`src/pae_pkg.sv`:
```
package pae_pkg;

	// ============================================================
	// Sizes
	localparam int NUM_ALARMS = 3;
	localparam int VAL_W      = 16;
	localparam int EXT_W      = 18;
	localparam int PER_W      = 10;
	localparam int ADDR_W     = 8;
	localparam int DATA_W     = 32;
	localparam int BYTE_W     = 8;
	localparam int STRB_W     = DATA_W / BYTE_W;
	localparam int SEL_W      = 2;
	localparam int CODE_W     = 4;

	typedef logic signed [VAL_W-1:0] pae_val_t;
	typedef logic signed [EXT_W-1:0] pae_ext_t;
	typedef logic [VAL_W-1:0]        pae_hys_t;
	typedef logic [PER_W-1:0]        pae_per_t;
	typedef logic [SEL_W-1:0]        pae_sel_t;

	// ============================================================
	// Alarm type codes
	typedef enum logic [CODE_W-1:0] {
		CODE_OFF       = 4'b0000,
		CODE_BAND      = 4'b0001,
		CODE_UPPER     = 4'b0010,
		CODE_LOWER     = 4'b0011,
		CODE_RANGE     = 4'b0100,
		CODE_BAND_SB   = 4'b0101,
		CODE_UPPER_SB  = 4'b0110,
		CODE_LOWER_SB  = 4'b0111,
		CODE_ABS_HI    = 4'b1000,
		CODE_ABS_LO    = 4'b1001,
		CODE_ABS_HI_SB = 4'b1010,
		CODE_ABS_LO_SB = 4'b1011,
		CODE_LOOP      = 4'b1100,
		CODE_RATE      = 4'b1101
	} pae_code_t;

	localparam pae_code_t CODE_RESET = CODE_UPPER;
	localparam pae_per_t  PER_MIN    = 10'h001;
	localparam pae_per_t  PER_MAX    = 10'h3e7;
	localparam pae_per_t  PER_RESET  = 10'h004;

	// ============================================================
	// Timing
	localparam int unsigned SAMPLE_MS         = 250;
	localparam int unsigned CLK_PERIOD_NS     = 5;
	localparam int unsigned SAMPLE_CYCLES_DOC = SAMPLE_MS * 1000000 / CLK_PERIOD_NS;

	// ============================================================
	// Register map
	localparam logic [ADDR_W-1:0] OFS_TARGET   = 8'h00;
	localparam logic [ADDR_W-1:0] OFS_STATE    = 8'h04;
	localparam logic [ADDR_W-1:0] OFS_ASSIGN   = 8'h08;
	localparam logic [ADDR_W-1:0] OFS_IRQ_STAT = 8'h0c;
	localparam logic [ADDR_W-1:0] OFS_IRQ_CLR  = 8'h10;
	localparam logic [ADDR_W-1:0] OFS_IRQ_EN   = 8'h14;
	localparam logic [ADDR_W-1:0] OFS_MEAS     = 8'h18;
	localparam int                ALM_SHIFT    = 5;
	localparam int                WIN_W        = ADDR_W - ALM_SHIFT;
	localparam logic [ALM_SHIFT-1:0] SUB_TYPE  = 5'h00;
	localparam logic [ALM_SHIFT-1:0] SUB_UPPER = 5'h04;
	localparam logic [ALM_SHIFT-1:0] SUB_LOWER = 5'h08;
	localparam logic [ALM_SHIFT-1:0] SUB_HYST  = 5'h0c;
	localparam logic [ALM_SHIFT-1:0] SUB_PER   = 5'h10;
	localparam int                CO_LSB0      = 0;
	localparam int                CO_LSB1      = 4;
	localparam logic [1:0]        RESP_OKAY    = 2'h0;
	localparam logic [1:0]        RESP_SLVERR  = 2'h2;

endpackage

```
`src/pae_alarm_eval.sv`:
```
`timescale 1ns/1ps
module pae_alarm_eval (
	// Clock and reset
	input  wire logic               aclk,
	input  wire logic               aresetn,
	// Sampling and control
	input  wire logic               tick,
	input  wire logic               restart,
	input  wire pae_pkg::pae_code_t code,
	// Process values and thresholds
	input  wire pae_pkg::pae_val_t  measured_value,
	input  wire pae_pkg::pae_val_t  target_value,
	input  wire pae_pkg::pae_val_t  upper_value,
	input  wire pae_pkg::pae_val_t  lower_value,
	input  wire pae_pkg::pae_hys_t  hysteresis,
	input  wire pae_pkg::pae_per_t  period,
	input  wire logic               loop_break_detect,
	// Result
	output logic                    alarm
);
	import pae_pkg::*;

	typedef struct packed {
		logic     active;
		logic     standby;
		logic     out;
		pae_val_t prev;
		pae_per_t cnt;
	} pae_eval_st_t;

	pae_eval_st_t st;
	pae_eval_st_t next_st;
	pae_code_t    base;
	logic         sb_type;
	logic         raw;
	logic         overlap;
	logic         period_end;
	pae_ext_t     pv;
	pae_ext_t     xv;
	pae_ext_t     lv;
	pae_ext_t     hv;
	pae_ext_t     dev;
	pae_ext_t     rate;

	// Once on, a compare only releases after backing off by the hysteresis
	function automatic logic above(input pae_ext_t q, input pae_ext_t t, input pae_ext_t h, input logic act);
		above = act ? (q > t - h) : (q > t);
	endfunction

	function automatic logic below(input pae_ext_t q, input pae_ext_t t, input pae_ext_t h, input logic act);
		below = act ? (q < t + h) : (q < t);
	endfunction

	// ============================================================
	// Evaluation
	always_comb begin
		pv      = pae_ext_t'(measured_value);
		xv      = pae_ext_t'(upper_value);
		lv      = pae_ext_t'(lower_value);
		hv      = pae_ext_t'(hysteresis);
		dev     = pv - pae_ext_t'(target_value);
		rate    = pv - pae_ext_t'(st.prev);
		overlap = (xv - hv) <= (hv - lv);
		sb_type = 1'b1;
		case (code)
			CODE_BAND_SB:   base = CODE_BAND;
			CODE_UPPER_SB:  base = CODE_UPPER;
			CODE_LOWER_SB:  base = CODE_LOWER;
			CODE_ABS_HI_SB: base = CODE_ABS_HI;
			CODE_ABS_LO_SB: base = CODE_ABS_LO;
			default: begin
				base    = code;
				sb_type = 1'b0;
			end
		endcase
		next_st    = st;
		raw        = st.active;
		period_end = st.cnt >= period - PER_MIN;
		if (restart) begin
			next_st.active  = 1'b0;
			next_st.standby = 1'b1;
			next_st.cnt     = '0;
			next_st.prev    = measured_value;
		end else if (tick) begin
			case (base)
				CODE_OFF:    raw = 1'b0;
				CODE_BAND:   raw = above(dev, xv, hv, st.active) | below(dev, -lv, hv, st.active);
				CODE_UPPER:  raw = above(dev, xv, hv, st.active);
				CODE_LOWER:  raw = below(dev, -xv, hv, st.active);
				CODE_RANGE:  raw = st.active ? (dev < xv + hv && dev > -lv - hv) : (dev < xv && dev > -lv);
				CODE_ABS_HI: raw = above(pv, xv, hv, st.active);
				CODE_ABS_LO: raw = below(pv, xv, hv, st.active);
				CODE_LOOP:   raw = loop_break_detect;
				CODE_RATE: begin
					// Sign of the threshold picks the direction watched
					if (period_end) begin
						raw = xv[EXT_W-1] ? below(rate, xv, hv, st.active) : above(rate, xv, hv, st.active);
					end
				end
				default:     raw = 1'b0;
			endcase
			if (code == CODE_BAND_SB && overlap) begin
				raw = 1'b0;
			end
			next_st.active = raw;
			if (!raw) begin
				next_st.standby = 1'b0;
			end
			if (period_end) begin
				next_st.cnt  = '0;
				next_st.prev = measured_value;
			end else begin
				next_st.cnt = st.cnt + PER_MIN;
			end
		end
		next_st.out = next_st.active & ~(sb_type & next_st.standby);
	end

	always_ff @(posedge aclk) begin
		if (!aresetn) begin
			st         <= '0;
			st.standby <= 1'b1;
		end else begin
			st <= next_st;
		end
	end

	assign alarm = st.out;
endmodule

```
`src/pae_alarm_top.sv`:
```
// The register addresses and register access over AXI4-Lite were decided locally.
`timescale 1ns/1ps
// Function
// - Each alarm has its own type; all reset to deviation upper limit.
// - Output depends on type, threshold, hysteresis and standby state.
// - Type 0 never alarms; type 2 alarms above target plus threshold.
// - Type 3 alarms below target minus threshold.
// - Type 1 alarms outside the band of upper and lower deviation limits.
// - Type 4 alarms while inside the band around the target.
// - Types 1, 4, 5 use separate upper and lower limits per alarm.
// - Type 8 alarms when measured value exceeds threshold, target ignored.
// - Type 9 alarms when measured value is below threshold, target ignored.
// - Types 5, 6, 7, 10, 11 mirror 1, 2, 3, 8, 9 with standby.
// - Type 5 stays off when the two hysteresis bands overlap.
// - Type 12 is loop break, accepted only for the first alarm.
// - Type 13 is the measured value rate of change alarm.
// - Either control output can carry any alarm instead of control action.
// - Rate difference taken every 1 to 999 samples, default 4.
// - Positive rate threshold watches rises, negative watches falls.
module pae_alarm_top #(
	parameter int unsigned SAMPLE_CYCLES = pae_pkg::SAMPLE_CYCLES_DOC
) (
	// Clock and reset
	input  wire logic                         aclk,
	input  wire logic                         aresetn,
	// AXI4-Lite write channels
	input  wire logic [pae_pkg::ADDR_W-1:0]   s_axi_awaddr,
	input  wire logic                         s_axi_awvalid,
	output logic                              s_axi_awready,
	input  wire logic [pae_pkg::DATA_W-1:0]   s_axi_wdata,
	input  wire logic [pae_pkg::STRB_W-1:0]   s_axi_wstrb,
	input  wire logic                         s_axi_wvalid,
	output logic                              s_axi_wready,
	output logic [1:0]                        s_axi_bresp,
	output logic                              s_axi_bvalid,
	input  wire logic                         s_axi_bready,
	// AXI4-Lite read channels
	input  wire logic [pae_pkg::ADDR_W-1:0]   s_axi_araddr,
	input  wire logic                         s_axi_arvalid,
	output logic                              s_axi_arready,
	output logic [pae_pkg::DATA_W-1:0]        s_axi_rdata,
	output logic [1:0]                        s_axi_rresp,
	output logic                              s_axi_rvalid,
	input  wire logic                         s_axi_rready,
	// Process side
	input  wire pae_pkg::pae_val_t            measured_value,
	input  wire logic                         loop_break_detect,
	input  wire logic [1:0]                   control_in,
	// Results
	output logic [pae_pkg::NUM_ALARMS-1:0]    alarm_out,
	output logic [1:0]                        control_out,
	output logic                              irq
);
	import pae_pkg::*;

	localparam int CNT_W = $clog2(SAMPLE_CYCLES + 1);
	localparam int AI_W  = $clog2(NUM_ALARMS);

	if (SAMPLE_CYCLES < 1) begin : g_bad_sample
		$error("SAMPLE_CYCLES must be at least one");
	end

	typedef struct packed {
		logic [ADDR_W-1:0]          awaddr;
		logic                       aw_got;
		logic [DATA_W-1:0]          wdata;
		logic [STRB_W-1:0]          wstrb;
		logic                       w_got;
		logic                       bvalid;
		logic [1:0]                 bresp;
		logic                       rvalid;
		logic [1:0]                 rresp;
		logic [DATA_W-1:0]          rdata;
		pae_val_t                   target;
		pae_val_t                   meas;
		pae_code_t [NUM_ALARMS-1:0] atype;
		pae_val_t [NUM_ALARMS-1:0]  aupper;
		pae_val_t [NUM_ALARMS-1:0]  alower;
		pae_hys_t [NUM_ALARMS-1:0]  ahyst;
		pae_per_t [NUM_ALARMS-1:0]  aper;
		logic [NUM_ALARMS-1:0]      restart;
		pae_sel_t [1:0]             co_sel;
		logic [NUM_ALARMS-1:0]      irq_stat;
		logic [NUM_ALARMS-1:0]      irq_en;
		logic [NUM_ALARMS-1:0]      alarm_d;
		logic [CNT_W-1:0]           scnt;
		logic                       tick;
		logic [1:0]                 ctrl;
		logic                       irq;
	} pae_top_st_t;

	pae_top_st_t           st;
	pae_top_st_t           next_st;
	logic [DATA_W:0]       rd;
	logic [DATA_W:0]       wr_old;
	logic [DATA_W-1:0]     wv;
	logic [NUM_ALARMS-1:0] clr;
	logic [NUM_ALARMS-1:0] rise;
	logic [WIN_W-1:0]      win;
	logic [AI_W-1:0]       ai;

	// Top bit of the result flags a mapped address
	function automatic logic [DATA_W:0] reg_read(input pae_top_st_t s, input logic [ADDR_W-1:0] a,
		input logic [NUM_ALARMS-1:0] al);
		logic [DATA_W-1:0] d;
		logic              hit;
		logic [WIN_W-1:0]  w;
		logic [AI_W-1:0]   k;
		d   = '0;
		hit = 1'b1;
		w   = a[ADDR_W-1:ALM_SHIFT];
		k   = AI_W'(w - WIN_W'(1));
		case (a)
			OFS_TARGET:   d[VAL_W-1:0] = s.target;
			OFS_STATE:    d[NUM_ALARMS-1:0] = al;
			OFS_ASSIGN: begin
				d[CO_LSB0 +: SEL_W] = s.co_sel[0];
				d[CO_LSB1 +: SEL_W] = s.co_sel[1];
			end
			OFS_IRQ_STAT: d[NUM_ALARMS-1:0] = s.irq_stat;
			OFS_IRQ_CLR:  d = '0;
			OFS_IRQ_EN:   d[NUM_ALARMS-1:0] = s.irq_en;
			OFS_MEAS:     d[VAL_W-1:0] = s.meas;
			default: begin
				if (w >= WIN_W'(1) && w <= WIN_W'(NUM_ALARMS)) begin
					case (a[ALM_SHIFT-1:0])
						SUB_TYPE:  d[CODE_W-1:0] = s.atype[k];
						SUB_UPPER: d[VAL_W-1:0] = s.aupper[k];
						SUB_LOWER: d[VAL_W-1:0] = s.alower[k];
						SUB_HYST:  d[VAL_W-1:0] = s.ahyst[k];
						SUB_PER:   d[PER_W-1:0] = s.aper[k];
						default:   hit = 1'b0;
					endcase
				end else begin
					hit = 1'b0;
				end
			end
		endcase
		reg_read = {hit, d};
	endfunction

	function automatic logic [DATA_W-1:0] merge(input logic [DATA_W-1:0] old, input logic [DATA_W-1:0] nw,
		input logic [STRB_W-1:0] strb);
		merge = old;
		for (int b = 0; b < STRB_W; b++) begin
			if (strb[b]) begin
				merge[b*BYTE_W +: BYTE_W] = nw[b*BYTE_W +: BYTE_W];
			end
		end
	endfunction

	assign s_axi_awready = !st.aw_got && !st.bvalid;
	assign s_axi_wready  = !st.w_got && !st.bvalid;
	assign s_axi_arready = !st.rvalid;

	// ============================================================
	// Bus, configuration, sampling and interrupts
	always_comb begin
		next_st         = st;
		next_st.restart = '0;
		next_st.tick    = 1'b0;
		clr             = '0;
		rd              = '0;
		wr_old          = reg_read(st, st.awaddr, alarm_out);
		wv              = merge(wr_old[DATA_W-1:0], st.wdata, st.wstrb);
		win             = st.awaddr[ADDR_W-1:ALM_SHIFT];
		ai              = AI_W'(win - WIN_W'(1));
		if (s_axi_awvalid && s_axi_awready) begin
			next_st.awaddr = s_axi_awaddr;
			next_st.aw_got = 1'b1;
		end
		if (s_axi_wvalid && s_axi_wready) begin
			next_st.wdata = s_axi_wdata;
			next_st.wstrb = s_axi_wstrb;
			next_st.w_got = 1'b1;
		end
		if (st.bvalid && s_axi_bready) begin
			next_st.bvalid = 1'b0;
		end
		if (st.aw_got && st.w_got && !st.bvalid) begin
			next_st.aw_got = 1'b0;
			next_st.w_got  = 1'b0;
			next_st.bvalid = 1'b1;
			next_st.bresp  = wr_old[DATA_W] ? RESP_OKAY : RESP_SLVERR;
			case (st.awaddr)
				OFS_TARGET: next_st.target = pae_val_t'(wv[VAL_W-1:0]);
				OFS_ASSIGN: begin
					next_st.co_sel[0] = wv[CO_LSB0 +: SEL_W];
					next_st.co_sel[1] = wv[CO_LSB1 +: SEL_W];
				end
				OFS_IRQ_CLR: clr = wv[NUM_ALARMS-1:0];
				OFS_IRQ_EN:  next_st.irq_en = wv[NUM_ALARMS-1:0];
				default: begin
					if (wr_old[DATA_W] && win != '0) begin
						case (st.awaddr[ALM_SHIFT-1:0])
							SUB_TYPE: begin
								// Unknown codes, and loop break past the first alarm, leave the type as it was
								if (wv[DATA_W-1:CODE_W] == '0 && wv[CODE_W-1:0] <= CODE_RATE
									&& !(wv[CODE_W-1:0] == CODE_LOOP && ai != '0)) begin
									next_st.atype[ai]   = pae_code_t'(wv[CODE_W-1:0]);
									next_st.restart[ai] = 1'b1;
								end
							end
							SUB_UPPER: next_st.aupper[ai] = pae_val_t'(wv[VAL_W-1:0]);
							SUB_LOWER: next_st.alower[ai] = pae_val_t'(wv[VAL_W-1:0]);
							SUB_HYST:  next_st.ahyst[ai] = wv[VAL_W-1:0];
							SUB_PER: begin
								if (wv[DATA_W-1:PER_W] == '0 && wv[PER_W-1:0] >= PER_MIN
									&& wv[PER_W-1:0] <= PER_MAX) begin
									next_st.aper[ai] = wv[PER_W-1:0];
								end
							end
							default: next_st.aper[ai] = st.aper[ai];
						endcase
					end
				end
			endcase
		end
		if (st.rvalid && s_axi_rready) begin
			next_st.rvalid = 1'b0;
		end
		if (s_axi_arvalid && s_axi_arready) begin
			rd             = reg_read(st, s_axi_araddr, alarm_out);
			next_st.rvalid = 1'b1;
			next_st.rdata  = rd[DATA_W-1:0];
			next_st.rresp  = rd[DATA_W] ? RESP_OKAY : RESP_SLVERR;
		end
		// Sampling period divider; a long count keeps the fabric clock unrelated to the process rate
		if (st.scnt >= CNT_W'(SAMPLE_CYCLES - 1)) begin
			next_st.scnt = '0;
			next_st.tick = 1'b1;
		end else begin
			next_st.scnt = st.scnt + 1'b1;
		end
		if (st.tick) begin
			next_st.meas = measured_value;
		end
		// A new alarm edge wins over a clear in the same cycle
		rise             = alarm_out & ~st.alarm_d;
		next_st.alarm_d  = alarm_out;
		next_st.irq_stat = (st.irq_stat & ~clr) | rise;
		next_st.irq      = |(next_st.irq_stat & next_st.irq_en);
		for (int c = 0; c < 2; c++) begin
			if (st.co_sel[c] == '0) begin
				next_st.ctrl[c] = control_in[c];
			end else begin
				next_st.ctrl[c] = alarm_out[st.co_sel[c] - 1'b1];
			end
		end
	end

	always_ff @(posedge aclk) begin
		if (!aresetn) begin
			st <= '0;
			for (int i = 0; i < NUM_ALARMS; i++) begin
				st.atype[i] <= CODE_RESET;
				st.aper[i]  <= PER_RESET;
			end
		end else begin
			st <= next_st;
		end
	end

	assign s_axi_bvalid = st.bvalid;
	assign s_axi_bresp  = st.bresp;
	assign s_axi_rvalid = st.rvalid;
	assign s_axi_rdata  = st.rdata;
	assign s_axi_rresp  = st.rresp;
	assign control_out  = st.ctrl;
	assign irq          = st.irq;

	// ============================================================
	// Alarm channels
	for (genvar g = 0; g < NUM_ALARMS; g++) begin : g_alarm
		pae_alarm_eval u_eval (
			.aclk              (aclk),
			.aresetn           (aresetn),
			.tick              (st.tick),
			.restart           (st.restart[g]),
			.code              (st.atype[g]),
			.measured_value    (measured_value),
			.target_value      (st.target),
			.upper_value       (st.aupper[g]),
			.lower_value       (st.alower[g]),
			.hysteresis        (st.ahyst[g]),
			.period            (st.aper[g]),
			.loop_break_detect (loop_break_detect),
			.alarm             (alarm_out[g])
		);

		if (g != 0) begin : g_no_loop

		end
	end
endmodule

```
`config.mk`:
```
export PLATFORM = sky130hd
export DESIGN_NAME = pae_alarm_top
export DESIGN_NICKNAME = d
export VERILOG_FILES = /design/src/pae_pkg.sv /design/src/pae_alarm_eval.sv /design/src/pae_alarm_top.sv
export SDC_FILE = /design/constraint.sdc
export NUM_CORES = 2
export LEC_CHECK = 0
export BUFFER_PORTS_ARGS = -buffer_cell sky130_fd_sc_hd__buf_2
export CAP_MARGIN = 20
export CORE_MARGIN = 3
export CORE_UTILIZATION = 45
export CTS_CLUSTER_SIZE = 12
export DETAILED_ROUTE_END_ITERATION = 7
export PLACE_DENSITY_LB_ADDON = 0.08
export SKIP_CTS_REPAIR_TIMING = 1
export SLEW_MARGIN = 0
export SYNTH_ARGS = -nofsm -noshare
export SYNTH_HDL_FRONTEND = slang
export SYNTH_HIERARCHICAL = 1
export SYNTH_SLANG_ARGS = --single-unit
```
`constraint.sdc`:
```
create_clock -name aclk -period 7.36 [get_ports aclk]
set_input_delay 1.104 -clock aclk [delete_from_list [all_inputs] [get_ports aclk]]
set_output_delay 1.104 -clock aclk [all_outputs]
set_load 0.03 [all_outputs]
```
-- Yosys cells after proc, flatten, opt, wreduce, memory -nomap -nowiden
Cells that the tools add are included.
- add/subtract/negate cells: 39
- $lt $le $gt $ge: 73
- equal/unequal tests: 61
- muxes and demuxes: 151
- bitwise gates (word level): 25
- reductions and logical operators: 82
- operators with widths (kind ; number):
    less-than comparator 17 x 18 -> 1 bit ; 18
    greater-than comparator 17 x 18 -> 1 bit ; 12
    binary-select mux 16 bit (select 2 bit) ; 6
    2-to-1 mux 16 bit ; 12
    2-to-1 mux 26 bit ; 6
    bitwise mux 48 bit ; 3
    adder 18 x 17 -> 18 bit ; 6
    negator 16 -> 18 bit ; 6
    greater-than comparator 17 x 16 -> 1 bit ; 6
    less-than comparator 17 x 16 -> 1 bit ; 6
    one-hot mux 4 bit (5 select lines) ; 5
    equality test 4 bit, second input constant ; 19
    subtractor 16 x 16 -> 17 bit ; 4
    bitwise mux 30 bit ; 2
    2-to-1 mux 1 bit ; 60
    2-to-1 mux 10 bit ; 6
    one-hot mux 10 bit (3 select lines) ; 2
    one-hot mux 30 bit (2 select lines) ; 1
    adder 16 x 17 -> 18 bit ; 3
    greater-than comparator 16 x 18 -> 1 bit ; 3
    <= comparator 18 bit ; 3
    less-than comparator 16 x 18 -> 1 bit ; 3
    subtractor 16 x 17 -> 18 bit ; 3
    subtractor 17 x 16 -> 18 bit ; 3
    other kinds (71) ; 233
- flip-flop bits (word level): 419
- input bits: 78
- output and inout bits: 47
- logic and storage cells: 483

-- Logic depth before layout (Yosys ltp)
- word-level depth: 15
- depth in mapped cells: 25
- mapped depth without buffers: 25

-- Hierarchy
Netlist, hierarchy kept.
- modules (own cells, without submodules) (module ; instances ; cells each ; area each (um2) ; seq. area each (um2)):
    pae_alarm_eval at g_alarm[1].u_eval ... ; 2 ; 1849 ; 14096.0 ; 580.6
    pae_alarm_top ; 1 ; 2043 ; 16736.1 ; 6606.3
    pae_alarm_eval at g_alarm[0].u_eval ; 1 ; 1856 ; 14151.1 ; 580.6

-- Worst setup path before layout
Ideal clock, no wire load.
- kind: input port to flip-flop
- start: input port measured_value[0]
- end: register g_alarm[1].u_eval/st[27] (netlist name)
- library setup time: 127 ps
- data arrival time: 5947 ps
- data required time: 7233 ps
- setup slack: 1286 ps
- stages on the path: 23
- path buffers: 0
- cells stage by stage: inv_1 > ha_1 > inv_1 > fa_1 > a21o_1 > a21oi_1 > o21bai_1 > a211o_1 > a31oi_1 > a211oi_1 > o21ai_1 > a21oi_1 > o22ai_1 > ha_1 > nand4_1 > or4_1 > a21oi_1 > nor3_1 > mux2i_1 > o2111ai_1 > or4_1 > nor4_2 > o21ai_1
- cells in the longest elaborated chain, start to end: 12
- elaborated cells on any way between the ends: 40
- classes of those cells: 2 x add/sub; 18 x order compare; 17 x mux; 1 x bitwise; 2 x reduce/logical
- RTL lines (item ; RTL line ; RTL):
    from (decl) ; pae_alarm_top.sv:46 ; input wire pae_pkg::pae_val_t measured_value,
    subtractor 16 x 16 -> 17 bit ; pae_alarm_eval.sv:62 ; rate = pv - pae_ext_t'(st.prev);
    greater-than comparator 17 x 18 -> 1 bit, or another cell as far along ; pae_alarm_eval.sv:47 ; above = act ? (q > t - h) : (q > t);
    2-to-1 mux 1 bit (on tied branches) ; pae_alarm_eval.sv:47, pae_alarm_eval.sv:51 ;
    2-to-1 mux 1 bit ; pae_alarm_eval.sv:97 ; raw = xv[EXT_W-1] ? below(rate, xv, hv, st.active) : above(rate, xv, hv, st.active);
    2-to-1 mux 1 bit ; pae_alarm_eval.sv:96 ; if (period_end) begin
    one-hot mux 1 bit (8 select lines) * ; pae_alarm_eval.sv:85 ; case (base)
    2-to-1 mux 1 bit * ; pae_alarm_eval.sv:102 ; if (code == CODE_BAND_SB && overlap) begin
    2-to-1 mux 1 bit * ; pae_alarm_eval.sv:84 ; end else if (tick) begin
    2-to-1 mux 1 bit * ; pae_alarm_eval.sv:79 ; if (restart) begin
    2-to-1 mux 1 bit * ; pae_alarm_eval.sv:106 ; if (!raw) begin
    2-to-1 mux 2 bit * ; pae_alarm_eval.sv:84 ;
    2-to-1 mux 2 bit * ; pae_alarm_eval.sv:79 ;
    to (signal assigned) ; pae_alarm_eval.sv:124 ; st <= next_st;
    to (decl) ; pae_alarm_eval.sv:31 ; pae_eval_st_t st;
Every way passes the cells marked *; elsewhere a longest branch is shown, timed or not. The select of a mux whose other input is x is not followed.
A chain may end at the register's enable or synchronous reset.

==> results_dict.tcl <==
set metrics [dict create \
    grt_pass1_vias 55430 \
    crit_chain "buf_4 -> inv_1 -> ha_1 -> nand4_1 -> or3_1 -> xnor2_1 -> ha_1 -> nand3_1 -> a2111oi_1 -> nor2_1 -> a211o_1 -> o311ai_0 -> nand2_1 -> xor2_1 -> ha_1 -> nand4_1 -> nor4_1 -> nand4_1 -> o2111ai_1 -> a211oi_1 -> nor4_1 -> o211ai_1 -> o31ai_2 -> a22oi_2" \
    worst_pin_slew_ns 1.208 \
    finalNetCount 9037 \
    slew_viol_final 0 \
    fin_setup_tns_ns 0 \
    leakagePower_uw 0.02686 \
    start_util_pct 45.45 \
    dieWidth_um 368.3 \
    timing.rr.end "g_alarm[0].u_eval/alarm" \
    setup_viol 0 \
    drt_first_pass_iters 8 \
    path_max_fanout 10 \
    relSlewSlack_pct 19.46 \
    worstRegToRegCells 24 \
    core-area_mm2 0.1300 \
    crit_start "st[124]" \
    failed_checks "design-rule violations" \
    die_h_um 368.3 \
    r2r_start "st[124]" \
    status "finished with violations" \
    hp-class "reg2reg" \
    whs_path_depth 2 \
    worstSetupPathType "reg2reg" \
    synth_most_common_cell "ha_1" \
    track_usage_pct 37.32 \
    syn_inst 7597 \
    wl_um 263700 \
    numPortBuffers 106 \
    fmax_mhz 151.3 \
    num_rows 132 \
    slowest_stage "xnor2_1" \
    clock_path_buffers 3 \
    yosysTopAreaCell "ha_1" \
    ys_seq_elements 417 \
    n_fill_cell 13090 \
    syn_area_per_cell_um2 7.777 \
    end_kind "flop" \
    cp.required_ns 7.88 \
    drt_iter0_markers 6774 \
    drv_cap 0 \
    place_ws_ns 0.4566 \
    period_needed_ns 6.609 \
    ios 125 \
    crit_path_start_kind "flop" \
    ys_seq_area_share_pct 14.13 \
    htreeDepth 2 \
    multiInputGateArea_mm2 0.04705 \
    hold_end "st[327]" \
    detail_route.vias_per_cell 6.309 \
    gp_congestion 1.050 \
    critPathMaxStageDelay_ns 0.52 \
    synthTopCellsByArea "ha_1 (26%), dfxtp_1 (14%), a21oi_1 (5.2%), xnor2_1 (5.0%), nand2_1 (4.3%)" \
    skew_ns 0.05573 \
    crit_buf_inv 2 \
    min_period_over_period_pct 89.79 \
    antenna_found_initial 16 \
    clkTransAtPathRegs_ns 0.06 \
    ir_drop_mv 0.1834 \
    cts-root-buf "clkbuf_16" \
    clk_latency_ns 0.69 \
    synth_top_cell_area_share_pct 25.77 \
    num_vias 59940 \
    cpLargestDelayFamily "compound AO/OA/AOI/OAI gates" \
    hold_viol 0 \
    r2r_setup_slack_ns 0.75 \
    ys.flop_type "dfxtp_1" \
    drive_above_1_share_pct 7.838 \
    synth-edff-count 0 \
    grt_max_degree 156 \
    dp_hpwl_um 211600 \
    yosys_warnings 6 \
    cts_buffers 52 \
    wl_per_cell_um 27.75 \
    drc 21 \
    syn_area_mm2 0.05908 \
    clock_sinks 417 \
    area_delta_synth_final_pct 8.622 \
    grt_pass1_wl_um 378600 \
    postRouteAntennaNets 0 \
    seqCellArea_mm2 0.008353 \
    crit_arrival_ns 7.12 \
    rsz0062_at_grt "no" \
    fin_ws_ns 0.7512 \
    synth.distinct_cells 114 \
    min-delay-start "st[327]" \
    synthTopCellsByCount "ha_1 (1217), nand2_1 (672), inv_1 (650)" \
    power_density_mw_per_mm2 116.7 \
    synthArstFlopShare_pct 0 \
    dieArea_mm2 0.1357 \
    grt_overflow 0 \
    cts_tree "done" \
]
[cells in the final DEF (no fill, tap or decap), types with 57 or more instances in the layout]
| cell | Yosys | routed |
|---|---|---|
| a221oi_1 | 66 | 66 |
| and3_1 | 62 | 62 |
| a31oi_1 | 71 | 71 |
| o21ai_0 | 193 | 193 |
| buf_4 | 50 | 230 |
| inv_1 | 650 | 649 |
| ha_1 | 1217 | 1216 |
| o211ai_1 | 67 | 67 |
| a21oi_1 | 613 | 613 |
| buf_2 | 44 | 105 |
| nor2b_1 | 153 | 150 |
| nand2_1 | 672 | 672 |
| o21bai_1 | 65 | 65 |
| a211oi_1 | 167 | 167 |
| dfxtp_1 | 417 | 415 |
| nand3_1 | 184 | 184 |
| nand2b_1 | 75 | 75 |
| xnor2_1 | 334 | 334 |
| mux2_2 | 68 | 68 |
| o21a_1 | 57 | 57 |
| nor3_1 | 166 | 163 |
| nor2_1 | 547 | 544 |
| a21o_1 | 164 | 164 |
| mux2i_1 | 138 | 138 |
| xor2_1 | 173 | 173 |
| nand4_1 | 165 | 165 |
[kinds of logic (layout without fill, tap and decap cells)]
group / after synthesis / after routing / share of synthesized area, %
xor gates and xnor gates: 507 / 507 / 7.516
muxes: 210 / 210 / 3.755
adders and majority gates: 1243 / 1243 / 26.62
AOI/OAI and AO/OA: 1966 / 1966 / 22.38
and+or+nand+nor: 2308 / 2308 / 19.11
DFF: 417 / 417 / 14.13
other: 1 / 21 / 0.006347
buffers and inverters: 945 / 1088 / 6.483
[layer usage]
metal	vias up	track usage, %	wire [µm]
met3	611	6.159	24270
met2	2796	55.90	108500
met5	-	0	116
li1	27880	-	-
met4	16	18.39	15770
met1	28640	51.59	115100
[worst register-to-register path: cells and delay by family (launching register included)]
family | cells | cell delay [ns]
AOI/OAI and AO/OA | 8 | 2.13
DFF | 1 | 0.42
xor gates and xnor gates | 2 | 0.70
buffers and inverters | 2 | 0.32
and+or+nand+nor | 9 | 1.92
adders and majority gates | 3 | 0.97
[report_power, final]
part	switching (µW)	internal [µW]
logic	1460	866
clock network	1190	1640
registers	39.7	2290
total	2690	4800
[stage by stage]
stage               instances  power [µW]  hold WS (ns)  cell area, µm²  utilization [%]
finish                   9502        7488        0.4559           64170            49.37
global route             9499        7846        0.4759           64170            49.37
CTS                      9497        7481        0.4565           64150            49.35
detailed placement       9404        4630        0.4355           62310            47.94
global placement         9403        4595        0.4336           62300            47.93
floorplan                7614        3869        0.4165           59140                -
[registers in the layout, indices dropped and copies added (netlist names)]
name                  cells
control_out               2
s_axi_bvalid              1
g_alarm.u_eval/st        84
s_axi_bresp               1
s_axi_rvalid              1
irq                       1
st                      307
s_axi_rdata              16
g_alarm.u_eval/alarm      3
s_axi_rresp               1
[worst max path at each step]
stage,endpoint,slack [ns],cells after the start
3_5_place_dp,g_alarm[2].u_eval/st[27],0.46,24
6_report,g_alarm[0].u_eval/alarm,0.75,24
5_1_grt,g_alarm[0].u_eval/alarm,0.38,24
3_3_place_gp,g_alarm[2].u_eval/st[27],0.52,24
2_1_floorplan,g_alarm[1].u_eval/st[27],1.29,23
4_1_cts,g_alarm[0].u_eval/alarm,0.91,24
[final cells by class]
type | instances | area share [%]
Clock inverter | 26 | 0.6746
Antenna cell | 3 | 0.01170
Tap cell | 1742 | 3.396
Clock buffer | 67 | 2.193
Sequential cell | 417 | 13.02
Multi-Input combinational cell | 6252 | 73.31
Inverter | 659 | 3.866
Timing Repair Buffer | 336 | 3.527
Power figures use the tool's default switching activity.
